===== config.mk =====
export PLATFORM = sky130hd
export DESIGN_NAME = dcbd_decoder
export DESIGN_NICKNAME = d
export VERILOG_FILES = /design/src/verilog/dcbd_pkg.sv /design/src/verilog/dcbd_key_if.sv /design/src/verilog/dcbd_pwm_key.sv /design/src/verilog/dcbd_decoder.sv
export SDC_FILE = /design/constraint.sdc
export NUM_CORES = 1
export LEC_CHECK = 0
export ABC_AREA = 1
export ABC_CLOCK_PERIOD_IN_PS = 1150
export BUFFER_PORTS_ARGS = -buffer_cell sky130_fd_sc_hd__buf_4
export CAP_MARGIN = 0
export CORE_ASPECT_RATIO = 1.1
export CORE_MARGIN = 5
export CORE_UTILIZATION = 42
export DETAILED_ROUTE_END_ITERATION = 8
export PLACE_DENSITY_LB_ADDON = 0.08
export SLEW_MARGIN = 20
export SYNTH_ARGS = -nofsm -noshare
export SYNTH_HDL_FRONTEND = slang
export SYNTH_HIERARCHICAL = 1
export SYNTH_SLANG_ARGS = --single-unit
export TNS_END_PERCENT = 30

===== constraint.sdc =====
create_clock -name i_sys_clk -period 1.15 [get_ports i_sys_clk]
set_input_delay 0.0575 -clock i_sys_clk [delete_from_list [all_inputs] [get_ports i_sys_clk]]
set_output_delay 0.0575 -clock i_sys_clk [all_outputs]
set_load 0.01 [all_outputs]

===== src/verilog/dcbd_pkg.sv =====
//Function
//- Code-protect field 0 protects all program memory; 1 leaves it open.
//- Write-protect field 0 blocks user program memory writes; 1 allows them.
//- Two-speed start 1 runs fast RC first, then switches when source ready.
//- PWM lock 1 needs key sequence before PWM register writes; 0 writes freely.
//- Oscillator select decodes 111,110,101,011,010,001,000 to the seven sources.
//- Clock switch field: 1x both off, 01 switching only, 00 both on.
//- Pin-map single-change 1 allows one reconfiguration; 0 allows many.
//- Outside crystal modes, secondary pin is clock output when field is 1.
//- Primary mode: 11 off, 10 high-speed crystal, 01 crystal, 00 external.
//- Watchdog force 1 keeps watchdog and low-power RC running always.
//- Watchdog force 0 lets software enable bit start and stop watchdog.
//- Window-disable 0 gives window mode; 1 gives non-window mode.
//- PLL lock field 1 enables lock wait; 0 disables it.
//- Debug port field 1 enables pull-up on test mode select pin.
package dcbd_pkg;

	// ----------------------------------------
	// Oscillator select codes
	// ----------------------------------------
	localparam logic [2:0] OSC_SEL_FAST_RC = 3'h0;
	localparam logic [2:0] OSC_SEL_FAST_RC_PLL = 3'h1;
	localparam logic [2:0] OSC_SEL_PRIMARY = 3'h2;
	localparam logic [2:0] OSC_SEL_PRIMARY_PLL = 3'h3;
	localparam logic [2:0] OSC_SEL_RESERVED = 3'h4;
	localparam logic [2:0] OSC_SEL_LOW_POWER_RC = 3'h5;
	localparam logic [2:0] OSC_SEL_FAST_RC_DIV16 = 3'h6;
	localparam logic [2:0] OSC_SEL_FAST_RC_DIVN = 3'h7;

	// ----------------------------------------
	// Primary oscillator mode codes
	// ----------------------------------------
	localparam logic [1:0] PRI_MODE_EXTERNAL = 2'h0;
	localparam logic [1:0] PRI_MODE_STD_XTAL = 2'h1;
	localparam logic [1:0] PRI_MODE_FAST_XTAL = 2'h2;
	localparam logic [1:0] PRI_MODE_OFF = 2'h3;

	// ----------------------------------------
	// Clock switch mode codes and reset values
	// ----------------------------------------
	localparam logic [1:0] CKSW_BOTH_ON = 2'h0;
	localparam logic [1:0] CKSW_SWITCH_ONLY = 2'h1;
	localparam int CKSW_OFF_BIT = 1;
	localparam logic [2:0] OSC_SEL_RST = 3'h0;
	localparam logic [1:0] PRI_MODE_RST = 2'h3;
	localparam logic [1:0] CKSW_RST = 2'h3;

	// ----------------------------------------
	// PWM unlock keys, arbitrary plain values
	// ----------------------------------------
	localparam logic [15:0] PWM_KEY_FIRST = 16'hABCD;
	localparam logic [15:0] PWM_KEY_SECOND = 16'h4321;

	// Start-up clock state.
	typedef enum logic [0:0] {
		ST_ON_FAST_RC = 1'b0,
		ST_ON_SELECTED = 1'b1
	} dcbd_start_t;

	// Key sequence state.
	typedef enum logic [1:0] {
		KS_LOCKED = 2'b00,
		KS_FIRST_OK = 2'b01,
		KS_OPEN = 2'b10
	} dcbd_key_t;

endpackage : dcbd_pkg


===== src/verilog/dcbd_key_if.sv =====
`timescale 1ns/1ps
`default_nettype none
// Link between the decoder and its PWM key sequence checker.
interface dcbd_key_if;
	logic lock_en;
	logic key_valid;
	logic [15:0] key_data;
	logic reg_write;
	logic write_ok;
	modport ctrl (output lock_en, output key_valid, output key_data, output reg_write,
		input write_ok);
	modport unit (input lock_en, input key_valid, input key_data, input reg_write,
		output write_ok);
endinterface : dcbd_key_if
`default_nettype wire


===== src/verilog/dcbd_pwm_key.sv =====
`timescale 1ns/1ps
`default_nettype none
module dcbd_pwm_key
	import dcbd_pkg::*;
(
	input wire logic i_sys_clk,
	input wire logic i_rst_n,
	dcbd_key_if.unit key
);

	dcbd_key_t state_reg;
	dcbd_key_t state_next;

	// ----------------------------------------
	// Key sequence
	// ----------------------------------------
	// Two key words open one PWM write; a wrong word relocks so a stray
	// write cannot half-open the gate and linger.
	always_comb begin
		state_next = state_reg;
		case (state_reg)
			KS_LOCKED: begin
				if (key.key_valid && key.key_data == PWM_KEY_FIRST) begin
					state_next = KS_FIRST_OK;
				end
			end
			KS_FIRST_OK: begin
				if (key.key_valid) begin
					state_next = (key.key_data == PWM_KEY_SECOND) ? KS_OPEN : KS_LOCKED;
				end
			end
			KS_OPEN: begin
				if (key.reg_write) begin
					state_next = KS_LOCKED;
				end
			end
			default: begin
				state_next = KS_LOCKED;
			end
		endcase
	end

	// Register the key state.
	always_ff @(posedge i_sys_clk) begin
		if (!i_rst_n) begin
			state_reg <= KS_LOCKED;
		end else begin
			state_reg <= state_next;
		end
	end

	// Writes pass freely when unlocked by configuration.
	assign key.write_ok = key.reg_write && (!key.lock_en || state_reg == KS_OPEN);

endmodule : dcbd_pwm_key
`default_nettype wire


===== src/verilog/dcbd_decoder.sv =====
`timescale 1ns/1ps
`default_nettype none
module dcbd_decoder
	import dcbd_pkg::*;
(
	input wire logic i_sys_clk,
	input wire logic i_rst_n,
	input wire logic i_code_protect_n,
	input wire logic i_write_protect_n,
	input wire logic i_two_speed_startup_en,
	input wire logic i_pwm_key_lock_en,
	input wire logic [2:0] i_initial_osc_select,
	input wire logic [1:0] i_clock_switch_monitor_mode,
	input wire logic i_pin_map_single_change,
	input wire logic i_osc_pin_function,
	input wire logic [1:0] i_primary_osc_mode,
	input wire logic i_watchdog_force_en,
	input wire logic i_watchdog_window_disable,
	input wire logic i_pll_lock_wait_en,
	input wire logic i_debug_port_en,
	input wire logic i_watchdog_soft_en,
	input wire logic i_selected_osc_ready,
	input wire logic i_pin_map_write,
	input wire logic i_pwm_key_valid,
	input wire logic [15:0] i_pwm_key_data,
	input wire logic i_pwm_reg_write,
	output logic o_code_protect,
	output logic o_write_block,
	output logic [2:0] o_active_osc_select,
	output logic o_startup_on_fast_rc,
	output logic o_osc_select_reserved,
	output logic o_clock_switch_en,
	output logic o_fail_safe_monitor_en,
	output logic o_primary_osc_en,
	output logic o_high_speed_crystal_mode,
	output logic o_standard_crystal_mode,
	output logic o_external_clock_mode,
	output logic o_secondary_osc_clock_out,
	output logic o_secondary_osc_gpio,
	output logic o_pin_map_write_ok,
	output logic o_pwm_reg_write_ok,
	output logic o_watchdog_run,
	output logic o_low_power_rc_on,
	output logic o_watchdog_window_mode,
	output logic o_pll_lock_wait,
	output logic o_debug_pullup_en
);

	// ----------------------------------------
	// Captured configuration image
	// ----------------------------------------
	logic code_protect_n_reg, code_protect_n_next;
	logic write_protect_n_reg, write_protect_n_next;
	logic two_speed_reg, two_speed_next;
	logic pwm_lock_reg, pwm_lock_next;
	logic [2:0] osc_sel_reg, osc_sel_next;
	logic [1:0] cksw_reg, cksw_next;
	logic pin_single_reg, pin_single_next;
	logic osc_pin_fn_reg, osc_pin_fn_next;
	logic [1:0] pri_mode_reg, pri_mode_next;
	logic wdt_force_reg, wdt_force_next;
	logic win_dis_reg, win_dis_next;
	logic pll_lock_reg, pll_lock_next;
	logic debug_en_reg, debug_en_next;

	// Fields hold their value outside reset, so a flash disturbance while
	// running cannot change protection or clocking.
	always_comb begin
		code_protect_n_next = code_protect_n_reg;
		write_protect_n_next = write_protect_n_reg;
		two_speed_next = two_speed_reg;
		pwm_lock_next = pwm_lock_reg;
		osc_sel_next = osc_sel_reg;
		cksw_next = cksw_reg;
		pin_single_next = pin_single_reg;
		osc_pin_fn_next = osc_pin_fn_reg;
		pri_mode_next = pri_mode_reg;
		wdt_force_next = wdt_force_reg;
		win_dis_next = win_dis_reg;
		pll_lock_next = pll_lock_reg;
		debug_en_next = debug_en_reg;
	end

	// The image follows the memory while reset is held, then freezes.
	always_ff @(posedge i_sys_clk) begin
		if (!i_rst_n) begin
			code_protect_n_reg <= i_code_protect_n;
			write_protect_n_reg <= i_write_protect_n;
			two_speed_reg <= i_two_speed_startup_en;
			pwm_lock_reg <= i_pwm_key_lock_en;
			osc_sel_reg <= i_initial_osc_select;
			cksw_reg <= i_clock_switch_monitor_mode;
			pin_single_reg <= i_pin_map_single_change;
			osc_pin_fn_reg <= i_osc_pin_function;
			pri_mode_reg <= i_primary_osc_mode;
			wdt_force_reg <= i_watchdog_force_en;
			win_dis_reg <= i_watchdog_window_disable;
			pll_lock_reg <= i_pll_lock_wait_en;
			debug_en_reg <= i_debug_port_en;
		end else begin
			code_protect_n_reg <= code_protect_n_next;
			write_protect_n_reg <= write_protect_n_next;
			two_speed_reg <= two_speed_next;
			pwm_lock_reg <= pwm_lock_next;
			osc_sel_reg <= osc_sel_next;
			cksw_reg <= cksw_next;
			pin_single_reg <= pin_single_next;
			osc_pin_fn_reg <= osc_pin_fn_next;
			pri_mode_reg <= pri_mode_next;
			wdt_force_reg <= wdt_force_next;
			win_dis_reg <= win_dis_next;
			pll_lock_reg <= pll_lock_next;
			debug_en_reg <= debug_en_next;
		end
	end

	// ----------------------------------------
	// Oscillator source decode
	// ----------------------------------------
	// The reserved code is mapped to plain fast RC so a mis-programmed part
	// still gets a running clock; the flag lets firmware notice.
	function automatic logic [2:0] osc_legal(input logic [2:0] sel);
		osc_legal = (sel == OSC_SEL_RESERVED) ? OSC_SEL_FAST_RC : sel;
	endfunction : osc_legal

	// ----------------------------------------
	// Two-speed start-up
	// ----------------------------------------
	dcbd_start_t start_reg;
	dcbd_start_t start_next;
	logic pin_used_reg;
	logic pin_used_next;
	logic [2:0] active_reg;
	logic [2:0] active_next;

	// Start on fast RC only when enabled, then move on once the source is ready.
	always_comb begin
		start_next = start_reg;
		case (start_reg)
			ST_ON_FAST_RC: begin
				if (!two_speed_reg || i_selected_osc_ready) begin
					start_next = ST_ON_SELECTED;
				end
			end
			ST_ON_SELECTED: begin
				start_next = ST_ON_SELECTED;
			end
			default: begin
				start_next = ST_ON_FAST_RC;
			end
		endcase
		active_next = (start_next == ST_ON_FAST_RC) ? OSC_SEL_FAST_RC : osc_legal(osc_sel_reg);
		pin_used_next = pin_used_reg | o_pin_map_write_ok;
	end

	// Register start-up and pin-map history.
	always_ff @(posedge i_sys_clk) begin
		if (!i_rst_n) begin
			start_reg <= ST_ON_FAST_RC;
			active_reg <= OSC_SEL_RST;
			pin_used_reg <= 1'b0;
		end else begin
			start_reg <= start_next;
			active_reg <= active_next;
			pin_used_reg <= pin_used_next;
		end
	end

	assign o_active_osc_select = active_reg;
	assign o_startup_on_fast_rc = (start_reg == ST_ON_FAST_RC) && two_speed_reg;
	assign o_osc_select_reserved = (osc_sel_reg == OSC_SEL_RESERVED);

	// ----------------------------------------
	// Static decodes
	// ----------------------------------------
	assign o_code_protect = !code_protect_n_reg;
	assign o_write_block = !write_protect_n_reg;
	assign o_clock_switch_en = !cksw_reg[CKSW_OFF_BIT];
	assign o_fail_safe_monitor_en = (cksw_reg == CKSW_BOTH_ON);
	assign o_primary_osc_en = (pri_mode_reg != PRI_MODE_OFF);
	assign o_high_speed_crystal_mode = (pri_mode_reg == PRI_MODE_FAST_XTAL);
	assign o_standard_crystal_mode = (pri_mode_reg == PRI_MODE_STD_XTAL);
	assign o_external_clock_mode = (pri_mode_reg == PRI_MODE_EXTERNAL);

	// Crystal modes own the secondary pin, so neither function applies there.
	assign o_secondary_osc_clock_out = osc_pin_fn_reg && !o_high_speed_crystal_mode
		&& !o_standard_crystal_mode;
	assign o_secondary_osc_gpio = !osc_pin_fn_reg && !o_high_speed_crystal_mode
		&& !o_standard_crystal_mode;

	// Only the first reconfiguration passes in single-change mode.
	assign o_pin_map_write_ok = i_pin_map_write && !(pin_single_reg && pin_used_reg);

	// Forced watchdog ignores the software bit entirely.
	assign o_watchdog_run = wdt_force_reg || i_watchdog_soft_en;
	assign o_low_power_rc_on = wdt_force_reg || i_watchdog_soft_en;
	assign o_watchdog_window_mode = !win_dis_reg;
	assign o_pll_lock_wait = pll_lock_reg;
	assign o_debug_pullup_en = debug_en_reg;

	// ----------------------------------------
	// PWM write gate
	// ----------------------------------------
	dcbd_key_if key_bus ();

	assign key_bus.lock_en = pwm_lock_reg;
	assign key_bus.key_valid = i_pwm_key_valid;
	assign key_bus.key_data = i_pwm_key_data;
	assign key_bus.reg_write = i_pwm_reg_write;
	assign o_pwm_reg_write_ok = key_bus.write_ok;

	dcbd_pwm_key u_pwm_key (
		.i_sys_clk(i_sys_clk),
		.i_rst_n(i_rst_n),
		.key(key_bus.unit)
	);

endmodule : dcbd_decoder
`default_nettype wire


==> results.json, run 1 <==
{
  "status": "finished, violations left",
  "violations": "setup timing",
  "final_hold_viol_count": 0,
  "seq_area_frac_synth_pct": 63.11,
  "dp_hpwl_um": 1931,
  "finalCriticalPeriod_ps": 1297,
  "syn_inst": 110,
  "internal-power_mw": 1.361,
  "slew_headroom_pct": 88.11,
  "ys_warn_count": 6,
  "fin_crit_sh_pct": 112.8,
  "place_ws_ps": 183.0,
  "comb_power_share_pct": 22.0,
  "cts_buffers": 3,
  "grt_overflow_total": 0,
  "synth_top_cells_by_count": "inv_1, nand2_1, nor2_1",
  "core_area_um2": 2297,
  "ys.flop_type": "edfxtp_1",
  "cts.clk_slew.worst_paths_ps": 130,
  "n_antenna_cell": 0,
  "fill_cells": 170,
  "power_switching_share_pct": 23.52,
  "yosysTopAreaCellShare_pct": 49.51,
  "vias": 964,
  "ys_top_cells_by_area": "edfxtp_1, dfxtp_1, inv_1",
  "antenna_left": 0,
  "max_freq_mhz": 771.1,
  "setup_ws_ps": -146.8,
  "slew_viol_final": 0,
  "cts_tree": "done",
  "maxCapViolations": 0,
  "routed_via_density": 4.284,
  "die_h_um": 61.97,
  "hp-class": "input port to flop",
  "die_w_um": 57.24,
  "tightest_slew_ps": 178.4,
  "cp-startpoint": "pri_mode_next[1]$_DFFE_PN_",
  "clock_path_buffers": 2,
  "io_buffers": 61,
  "critPathMaxStageDelay_ps": 480,
  "gp_congestion": 0.7822,
  "regToRegStartpoint": "u_pwm_key/state_reg[0]$_SDFFE_PN0P_",
  "start_util_pct": 44.88,
  "grt_pass1_wl_um": 4333,
  "clock_sinks": 24,
  "fin_total_pwr_mw": 1.779,
  "root_buffer": "clkbuf_4",
  "worst_path_max_delay_cell": "edfxtp_1",
  "crit_family": "flip-flops",
  "synth_top_area_cell": "edfxtp_1",
  "grt_max_degree": 14,
  "synth_edf_count": 17,
  "grt_setup_unrepaired": "yes",
  "final_util_pct": 76.58,
  "area_growth_pct": 70.63,
  "dieArea_um2": 3547,
  "critPathLaunchType": "flop",
  "worstPathArrival_ps": 1240,
  "min-delay-start": "i_rst_n",
  "critPathRequiredTime_ps": 1090,
  "drt_iter0_drc": 15,
  "rows": 18,
  "clock_power_share_pct": 20.7,
  "design_area_um2": 1759,
  "path_buf_inv": 2,
  "drtPass1Iterations": 4,
  "worst_ir_drop_vdd_v": 0.001205,
  "power_density_nw_per_um2": 1011,
  "grt_pass1_vias": 1003,
  "cp_max_fo": 4,
  "path_class": "flop to primary output",
  "fin_worst_skew_ps": 0.2458,
  "h-tree-depth": 1,
  "syn_area_um2": 1031,
  "end_kind": "primary output",
  "setup_viol": 5,
  "routedWlPerCell_um": 12.20,
  "synth_most_common_cell": "inv_1",
  "ys_seq_elements": 24,
  "avgSynthCellArea_um2": 9.373,
  "ys_types": 17,
  "async_reset_ff_share_pct": 0,
  "path_cells": "inv_2, nor2_4, nor3_2, buf_4",
  "clock_latency_ps": 300,
  "final_nets": 236,
  "sequentialPowerShare_pct": 57.3,
  "num_io_pins": 62,
  "p_leak_nw": 0.8849,
  "syn-num-nets": 150,
  "antenna_found_initial": 0,
  "drive_gt1_share_pct": 39.49,
  "routed_wl_um": 2744,
  "drc": 0,
  "finalNonFillerCells": 225,
  "grt_use_total_pct": 16.21,
  "placed_area_um2": 1534,
  "place_inst": 202,
  "switching_power_mw": 0.4184
}
==> final cells by class <==
class / instances / area (um^2) / share of cell area, %
clock buffers: 4 / 26.28 / 1.494
repair buffers: 82 / 660.6 / 37.55
well taps: 30 / 37.54 / 2.134
inverters: 28 / 105.1 / 5.974
flip-flops and latches: 24 / 651.9 / 37.06
multi-input cells: 57 / 277.8 / 15.79
==> layer usage <==
| metal | vias up | track usage (%) | routed length [um] |
|---|---|---|---|
| met5 | - | 0 | 0 |
| met4 | 0 | 5.298 | 36 |
| met3 | 4 | 3.926 | 237 |
| met2 | 37 | 32.30 | 1561 |
| met1 | 417 | 16.86 | 907 |
| li1 | 506 | - | - |
==> worst reg2reg max path, cell delays in order (launching register included) <==
cell and delay [ps]:
dfxtp_1 360, inv_2 50, nor2_2 120, nand4_2 90, nor2_1 120, nand3_1 80, a21oi_1 110
==> power groups by stage <==
stage	sequential [mW]	clock [mW]	combinational, mW
final	1.02	0.368	0.392
after global routing	1.03	0.425	0.427
after CTS	1.02	0.370	0.389
after detailed placement	1.04	0	0.330
after global placement	1.03	0	0.321
after floorplan	1.04	0	0.108
==> kinds of logic after synthesis <==
| kind of cell | share of synthesized area, % |
|---|---|
| buf+inv | 10.92 |
| simple gates | 23.78 |
| compound gates | 2.184 |
| flops | 63.11 |
==> cells in the final DEF, fill, tap and decap left out, types with 2 or more instances in the layout <==
cell and n:
a21oi_1 3, buf_4 64, clkbuf_4 3, dfxtp_1 6, dlygate4sd3_1 18, edfxtp_1 17, inv_1 26, inv_2 2
nand2_1 18, nand3_1 7, nor2_1 18, nor2_2 3
==> path summary, 6_finish.rpt <==
path,to,slack [ps],cells past startpoint
setup / recovery,o_secondary_osc_gpio,-150,4
hold / removal,start_reg$_SDFF_PN0_,3,3
setup reg to reg,u_pwm_key/state_reg[1]$_SDFFE_PN0P_,150,6
hold reg to reg,pin_used_reg$_SDFF_PN0_,500,2
==> repair_timing <==
item / in CTS / in global routing
buffers inserted: 1 / 0
gates resized for setup: 2 / 1
pin swaps: 2 / 1
endpoints found under the hold margin: 18 / 0
hold buffers: 18 / 0
endpoints found under the setup margin: 4 / 10
==> per-stage QoR <==
step           hold slack [ps]  TNS, ps
2_1_floorplan            156.4        0
3_3_place_gp             235.7        0
3_5_place_dp             237.0        0
4_1_cts                  2.732   -461.4
5_1_grt                  5.509   -997.5
6_report                 2.745   -480.8
Power figures use the tool's default switching activity.
==> run 2, diff against run 1 <==
--- a/config.mk
+++ b/config.mk
@@ -9,8 +9,7 @@
 export ABC_CLOCK_PERIOD_IN_PS = 1150
 export BUFFER_PORTS_ARGS = -buffer_cell sky130_fd_sc_hd__buf_4
 export CAP_MARGIN = 0
-export CORE_ASPECT_RATIO = 1.1
-export CORE_MARGIN = 5
+export CORE_MARGIN = 3
 export CORE_UTILIZATION = 42
 export DETAILED_ROUTE_END_ITERATION = 8
 export PLACE_DENSITY_LB_ADDON = 0.08
==> results.json, run 2 (synthesis results as in run 1) <==
{
  "place_inst": 200,
  "max_freq_mhz": 784.5,
  "cts_tree": "done",
  "fill_cells": 150,
  "place_ws_ps": 193.8,
  "critPathRequiredTime_ps": 1090,
  "tightest_slew_ps": 168.1,
  "worst_ir_drop_vdd_v": 0.001053,
  "die_w_um": 55.55,
  "highest-signal-layer": "met4",
  "min-delay-start": "i_pwm_key_valid",
  "wl_met1_um": 815,
  "root_buffer": "clkbuf_4",
  "regToRegSetupSlack_ps": 190,
  "antenna_found_initial": 0,
  "p_leak_nw": 0.9054,
  "core_area_um2": 2276,
  "finalCriticalPeriod_ps": 1275,
  "area_growth_pct": 75.12,
  "critPathMaxStageDelay_ps": 460,
  "antenna_left": 0,
  "cts.clk_slew.worst_paths_ps": 130,
  "worst_path_max_delay_cell": "edfxtp_1",
  "clock_sinks": 24,
  "critPathLaunchType": "flop",
  "end_kind": "primary output",
  "fin_total_pwr_mw": 2.005,
  "die_h_um": 55.55,
  "vias": 980,
  "cp_max_fo": 3,
  "drc": 0,
  "clock_latency_ps": 300,
  "dieArea_um2": 3085,
  "hp-class": "input port to flop",
  "dp_hpwl_um": 1603,
  "setup_ws_ps": -124.7,
  "grt_max_degree": 15,
  "dr_wl_met2_um": 1444,
  "rows": 17,
  "grt_use_total_pct": 16.72,
  "slew_headroom_pct": 88.78,
  "ff2ff_path_depth": 6,
  "tns_ps": -322.6,
  "grt_pass1_vias": 979,
  "holdPathStages": 4,
  "worstReg2RegEnd": "u_pwm_key/state_reg[1]$_SDFFE_PN0P_",
  "drt_iter0_drc": 15,
  "power_density_nw_per_um2": 1110,
  "h-tree-depth": 1,
  "routed_via_density": 4.375,
  "violations": "setup timing",
  "n_antenna_cell": 0,
  "drtPass1Iterations": 4,
  "maxCapViolations": 0,
  "gp_congestion": 0.7381,
  "drive_gt1_share_pct": 41.33,
  "mostFrequentLayoutCells": "buf_4, inv_1, dlygate4sd3_1",
  "grt_overflow_total": 0,
  "clock_path_buffers": 2,
  "io_buffers": 61,
  "finalNonFillerCells": 224,
  "hold_slack_ps": 25.77,
  "setup_viol": 6,
  "grt_setup_unrepaired": "yes",
  "worstPathArrival_ps": 1220,
  "final_nets": 237,
  "slew_viol_final": 0,
  "routed_wl_um": 2476,
  "routedWlPerCell_um": 11.05,
  "final_hold_viol_count": 0,
  "regToRegStartpoint": "u_pwm_key/state_reg[0]$_SDFFE_PN0P_",
  "cts_buffers": 3,
  "hold_path_end": "u_pwm_key/state_reg[0]$_SDFFE_PN0P_",
  "num_io_pins": 62,
  "status": "finished, violations left",
  "wl_met3_um": 180,
  "path_cells": "inv_2, nor2_2, nor3b_2, buf_4",
  "fin_crit_sh_pct": 110.8,
  "final_common_cell": "buf_4",
  "fin_worst_skew_ps": 0.5190,
  "start_util_pct": 45.30,
  "path_class": "flop to primary output",
  "grt_pass1_wl_um": 4126
}
==> run 2: report_power, final <==
part           switching [mW]  internal (mW)  leakage, nW
combinational           0.152          0.240        0.652
clock                   0.243          0.352       0.0279
sequential             0.0271          0.991        0.225
==> run 2: how the worst max path moves through the flow <==
stage               depth (start not counted)  slack [ps]                           startpoint                             endpoint
CTS                                         4        -110           pri_mode_next[1]$_DFFE_PN_            o_secondary_osc_clock_out
finish                                      4        -120           pri_mode_next[1]$_DFFE_PN_            o_secondary_osc_clock_out
global route                                4        -210           pri_mode_next[0]$_DFFE_PN_            o_secondary_osc_clock_out
detailed placement                          6         190  u_pwm_key/state_reg[0]$_SDFFE_PN0P_  u_pwm_key/state_reg[1]$_SDFFE_PN0P_
floorplan                                   3         240           pri_mode_next[1]$_DFFE_PN_                 o_secondary_osc_gpio
global placement                            4         260           pri_mode_next[1]$_DFFE_PN_                 o_secondary_osc_gpio
==> run 2: per-layer routing <==
| layer | vias to the layer above | global-route usage, % |
|---|---|---|
| met1 | 433 | 16.29 |
| li1 | 508 | - |
| met2 | 35 | 32.43 |
| met3 | 4 | 4.907 |
| met4 | 0 | 6.250 |
| met5 | - | 0 |
==> run 2: worst max-delay path, delay by kind of cell, from the launching register on <==
kind / cells / cell delay (ps)
buffers and inverters: 2 / 220
AND/OR/NAND/NOR: 2 / 230
flip-flops: 1 / 460
==> run 2: repair_timing <==
action                     in CTS  in global routing
hold endpoints to repair       20                  0
setup endpoints to repair       4                 10
hold buffers                   19                  0
resized for setup               1                  4
cloned                          0                  0
buffers inserted                1                  0
pin swaps                       0                  1
==> run 2: final cells by class <==
type	count	area [um^2]	share of cell area [%]
well taps	28	35.03	1.940
repair buffers	83	683.2	37.84
inverters	28	105.1	5.821
clock inverters	1	30.03	1.663
flip-flops and latches	24	653.1	36.17
clock buffers	3	22.52	1.247
multi-input cells	57	276.5	15.32
==> run 2: per-stage QoR <==
stage,util (%),cell area (um^2)
global route,79.33,1805
detailed placement,67.84,1544
CTS,79.05,1799
floorplan,-,1031
finish,79.33,1805
global placement,67.84,1544
==> run 3, diff against run 2 <==
--- a/config.mk
+++ b/config.mk
@@ -13,9 +13,9 @@
 export CORE_UTILIZATION = 42
 export DETAILED_ROUTE_END_ITERATION = 8
 export PLACE_DENSITY_LB_ADDON = 0.08
+export RECOVER_POWER = 25
 export SLEW_MARGIN = 20
 export SYNTH_ARGS = -nofsm -noshare
 export SYNTH_HDL_FRONTEND = slang
 export SYNTH_HIERARCHICAL = 1
 export SYNTH_SLANG_ARGS = --single-unit
-export TNS_END_PERCENT = 30
==> results.json, run 3 (synthesis results as in run 1) <==
{
  "holdPathStages": 4,
  "end_kind": "primary output",
  "tightest_slew_ps": 168.1,
  "critPathLaunchType": "flop",
  "place_inst": 200,
  "slew_headroom_pct": 88.78,
  "ff2ff_path_depth": 6,
  "slew_viol_final": 0,
  "drc": 0,
  "die_h_um": 55.55,
  "finalCriticalPeriod_ps": 1277,
  "p_leak_nw": 0.9046,
  "dr_wl_met2_um": 1424,
  "antenna_found_initial": 0,
  "max_freq_mhz": 783.2,
  "fin_worst_skew_ps": 0.4934,
  "path_cells": "inv_2, nor2_2, nor3b_2, buf_4",
  "drt_iter0_drc": 12,
  "grt_max_degree": 15,
  "cts.clk_slew.worst_paths_ps": 130,
  "routed_via_density": 4.384,
  "critPathMaxStageDelay_ps": 460,
  "hp-class": "input port to flop",
  "wl_met3_um": 180,
  "power_density_nw_per_um2": 1105,
  "dp_hpwl_um": 1603,
  "clock_path_buffers": 2,
  "routed_wl_um": 2469,
  "wl_met1_um": 829,
  "regToRegStartpoint": "u_pwm_key/state_reg[0]$_SDFFE_PN0P_",
  "fill_cells": 150,
  "place_ws_ps": 193.8,
  "grt_pass1_wl_um": 4126,
  "violations": "setup timing",
  "h-tree-depth": 1,
  "maxCapViolations": 0,
  "worst_ir_drop_vdd_v": 0.001052,
  "routedWlPerCell_um": 11.02,
  "final_nets": 237,
  "antenna_left": 0,
  "core_area_um2": 2276,
  "n_antenna_cell": 0,
  "cts_buffers": 3,
  "hold_path_end": "u_pwm_key/state_reg[0]$_SDFFE_PN0P_",
  "setup_viol": 6,
  "start_util_pct": 45.30,
  "rows": 17,
  "drive_gt1_share_pct": 41.84,
  "final_util_pct": 79.60,
  "setup_ws_ps": -126.8,
  "fin_crit_sh_pct": 111.0,
  "worstReg2RegEnd": "u_pwm_key/state_reg[1]$_SDFFE_PN0P_",
  "status": "finished, violations left",
  "clock_sinks": 24,
  "clock_latency_ps": 300,
  "root_buffer": "clkbuf_4",
  "worst_path_max_delay_cell": "edfxtp_1",
  "regToRegSetupSlack_ps": 180,
  "io_buffers": 61,
  "grt_setup_unrepaired": "yes",
  "cts_tree": "done",
  "grt_use_total_pct": 16.72,
  "path_class": "flop to primary output",
  "die_w_um": 55.55,
  "fin_total_pwr_mw": 2.002,
  "gp_congestion": 0.7381,
  "min-delay-start": "i_pwm_key_valid",
  "cp_max_fo": 3,
  "vias": 982,
  "area_growth_pct": 75.73,
  "finalNonFillerCells": 224,
  "grt_pass1_vias": 979,
  "final_hold_viol_count": 0,
  "final_common_cell": "buf_4",
  "hold_slack_ps": 24.95,
  "num_io_pins": 62,
  "drtPass1Iterations": 4,
  "dieArea_um2": 3085,
  "highest-signal-layer": "met4",
  "critPathRequiredTime_ps": 1090,
  "worstPathArrival_ps": 1220,
  "mostFrequentLayoutCells": "buf_4, inv_1, dlygate4sd3_1",
  "grt_overflow_total": 0
}
-- run 3: final cells by class --
class / instances / area (um^2) / area share [%]
repair buffers: 83 / 686.9 / 37.91
flip-flops and latches: 24 / 653.1 / 36.05
multi-input cells: 57 / 279.0 / 15.40
inverters: 28 / 105.1 / 5.801
well taps: 28 / 35.03 / 1.934
clock inverters: 1 / 30.03 / 1.657
clock buffers: 3 / 22.52 / 1.243
-- run 3: repair_timing --
action,CTS,global route
gates resized for setup,1,6
pin swaps,0,1
setup buffers,1,0
setup endpoints to repair,4,10
hold buffers,19,0
endpoints found under the hold margin,20,0
-- run 3: metal layers --
| metal | up-vias | global-route usage [%] |
|---|---|---|
| li1 | 508 | - |
| met1 | 435 | 16.29 |
| met2 | 35 | 32.43 |
| met3 | 4 | 4.907 |
| met4 | 0 | 6.250 |
| met5 | - | 0 |
-- run 3: worst max-delay path: cells and delay by family, from the launching register on --
kind,cells,cell delay [ps]
DFF,1,460
buffers and inverters,2,220
and+or+nand+nor,2,230
-- run 3: per-stage QoR --
step / area (um^2) / TNS, ps
4_1_cts: 1799 / -317.8
3_5_place_dp: 1544 / 0
3_3_place_gp: 1544 / 0
2_1_floorplan: 1031 / 0
6_report: 1812 / -332.0
5_1_grt: 1812 / -858.9
-- run 3: power by group --
group	total [mW]	switching, mW	leakage, nW	internal (mW)
sequential	1.02	0.0272	0.225	0.991
clock	0.593	0.241	0.0279	0.352
combinational	0.391	0.152	0.652	0.239
total	2.00	0.419	0.905	1.58
-- run 3: worst max path at each step --
stage	start	endpoint	slack (ps)	cells past startpoint
2_1_floorplan	pri_mode_next[1]$_DFFE_PN_	o_secondary_osc_gpio	240	3
3_3_place_gp	pri_mode_next[1]$_DFFE_PN_	o_secondary_osc_gpio	260	4
3_5_place_dp	u_pwm_key/state_reg[0]$_SDFFE_PN0P_	u_pwm_key/state_reg[1]$_SDFFE_PN0P_	190	6
4_1_cts	pri_mode_next[1]$_DFFE_PN_	o_secondary_osc_clock_out	-110	4
5_1_grt	pri_mode_next[0]$_DFFE_PN_	o_secondary_osc_clock_out	-210	4
6_report	pri_mode_next[1]$_DFFE_PN_	o_secondary_osc_clock_out	-130	4
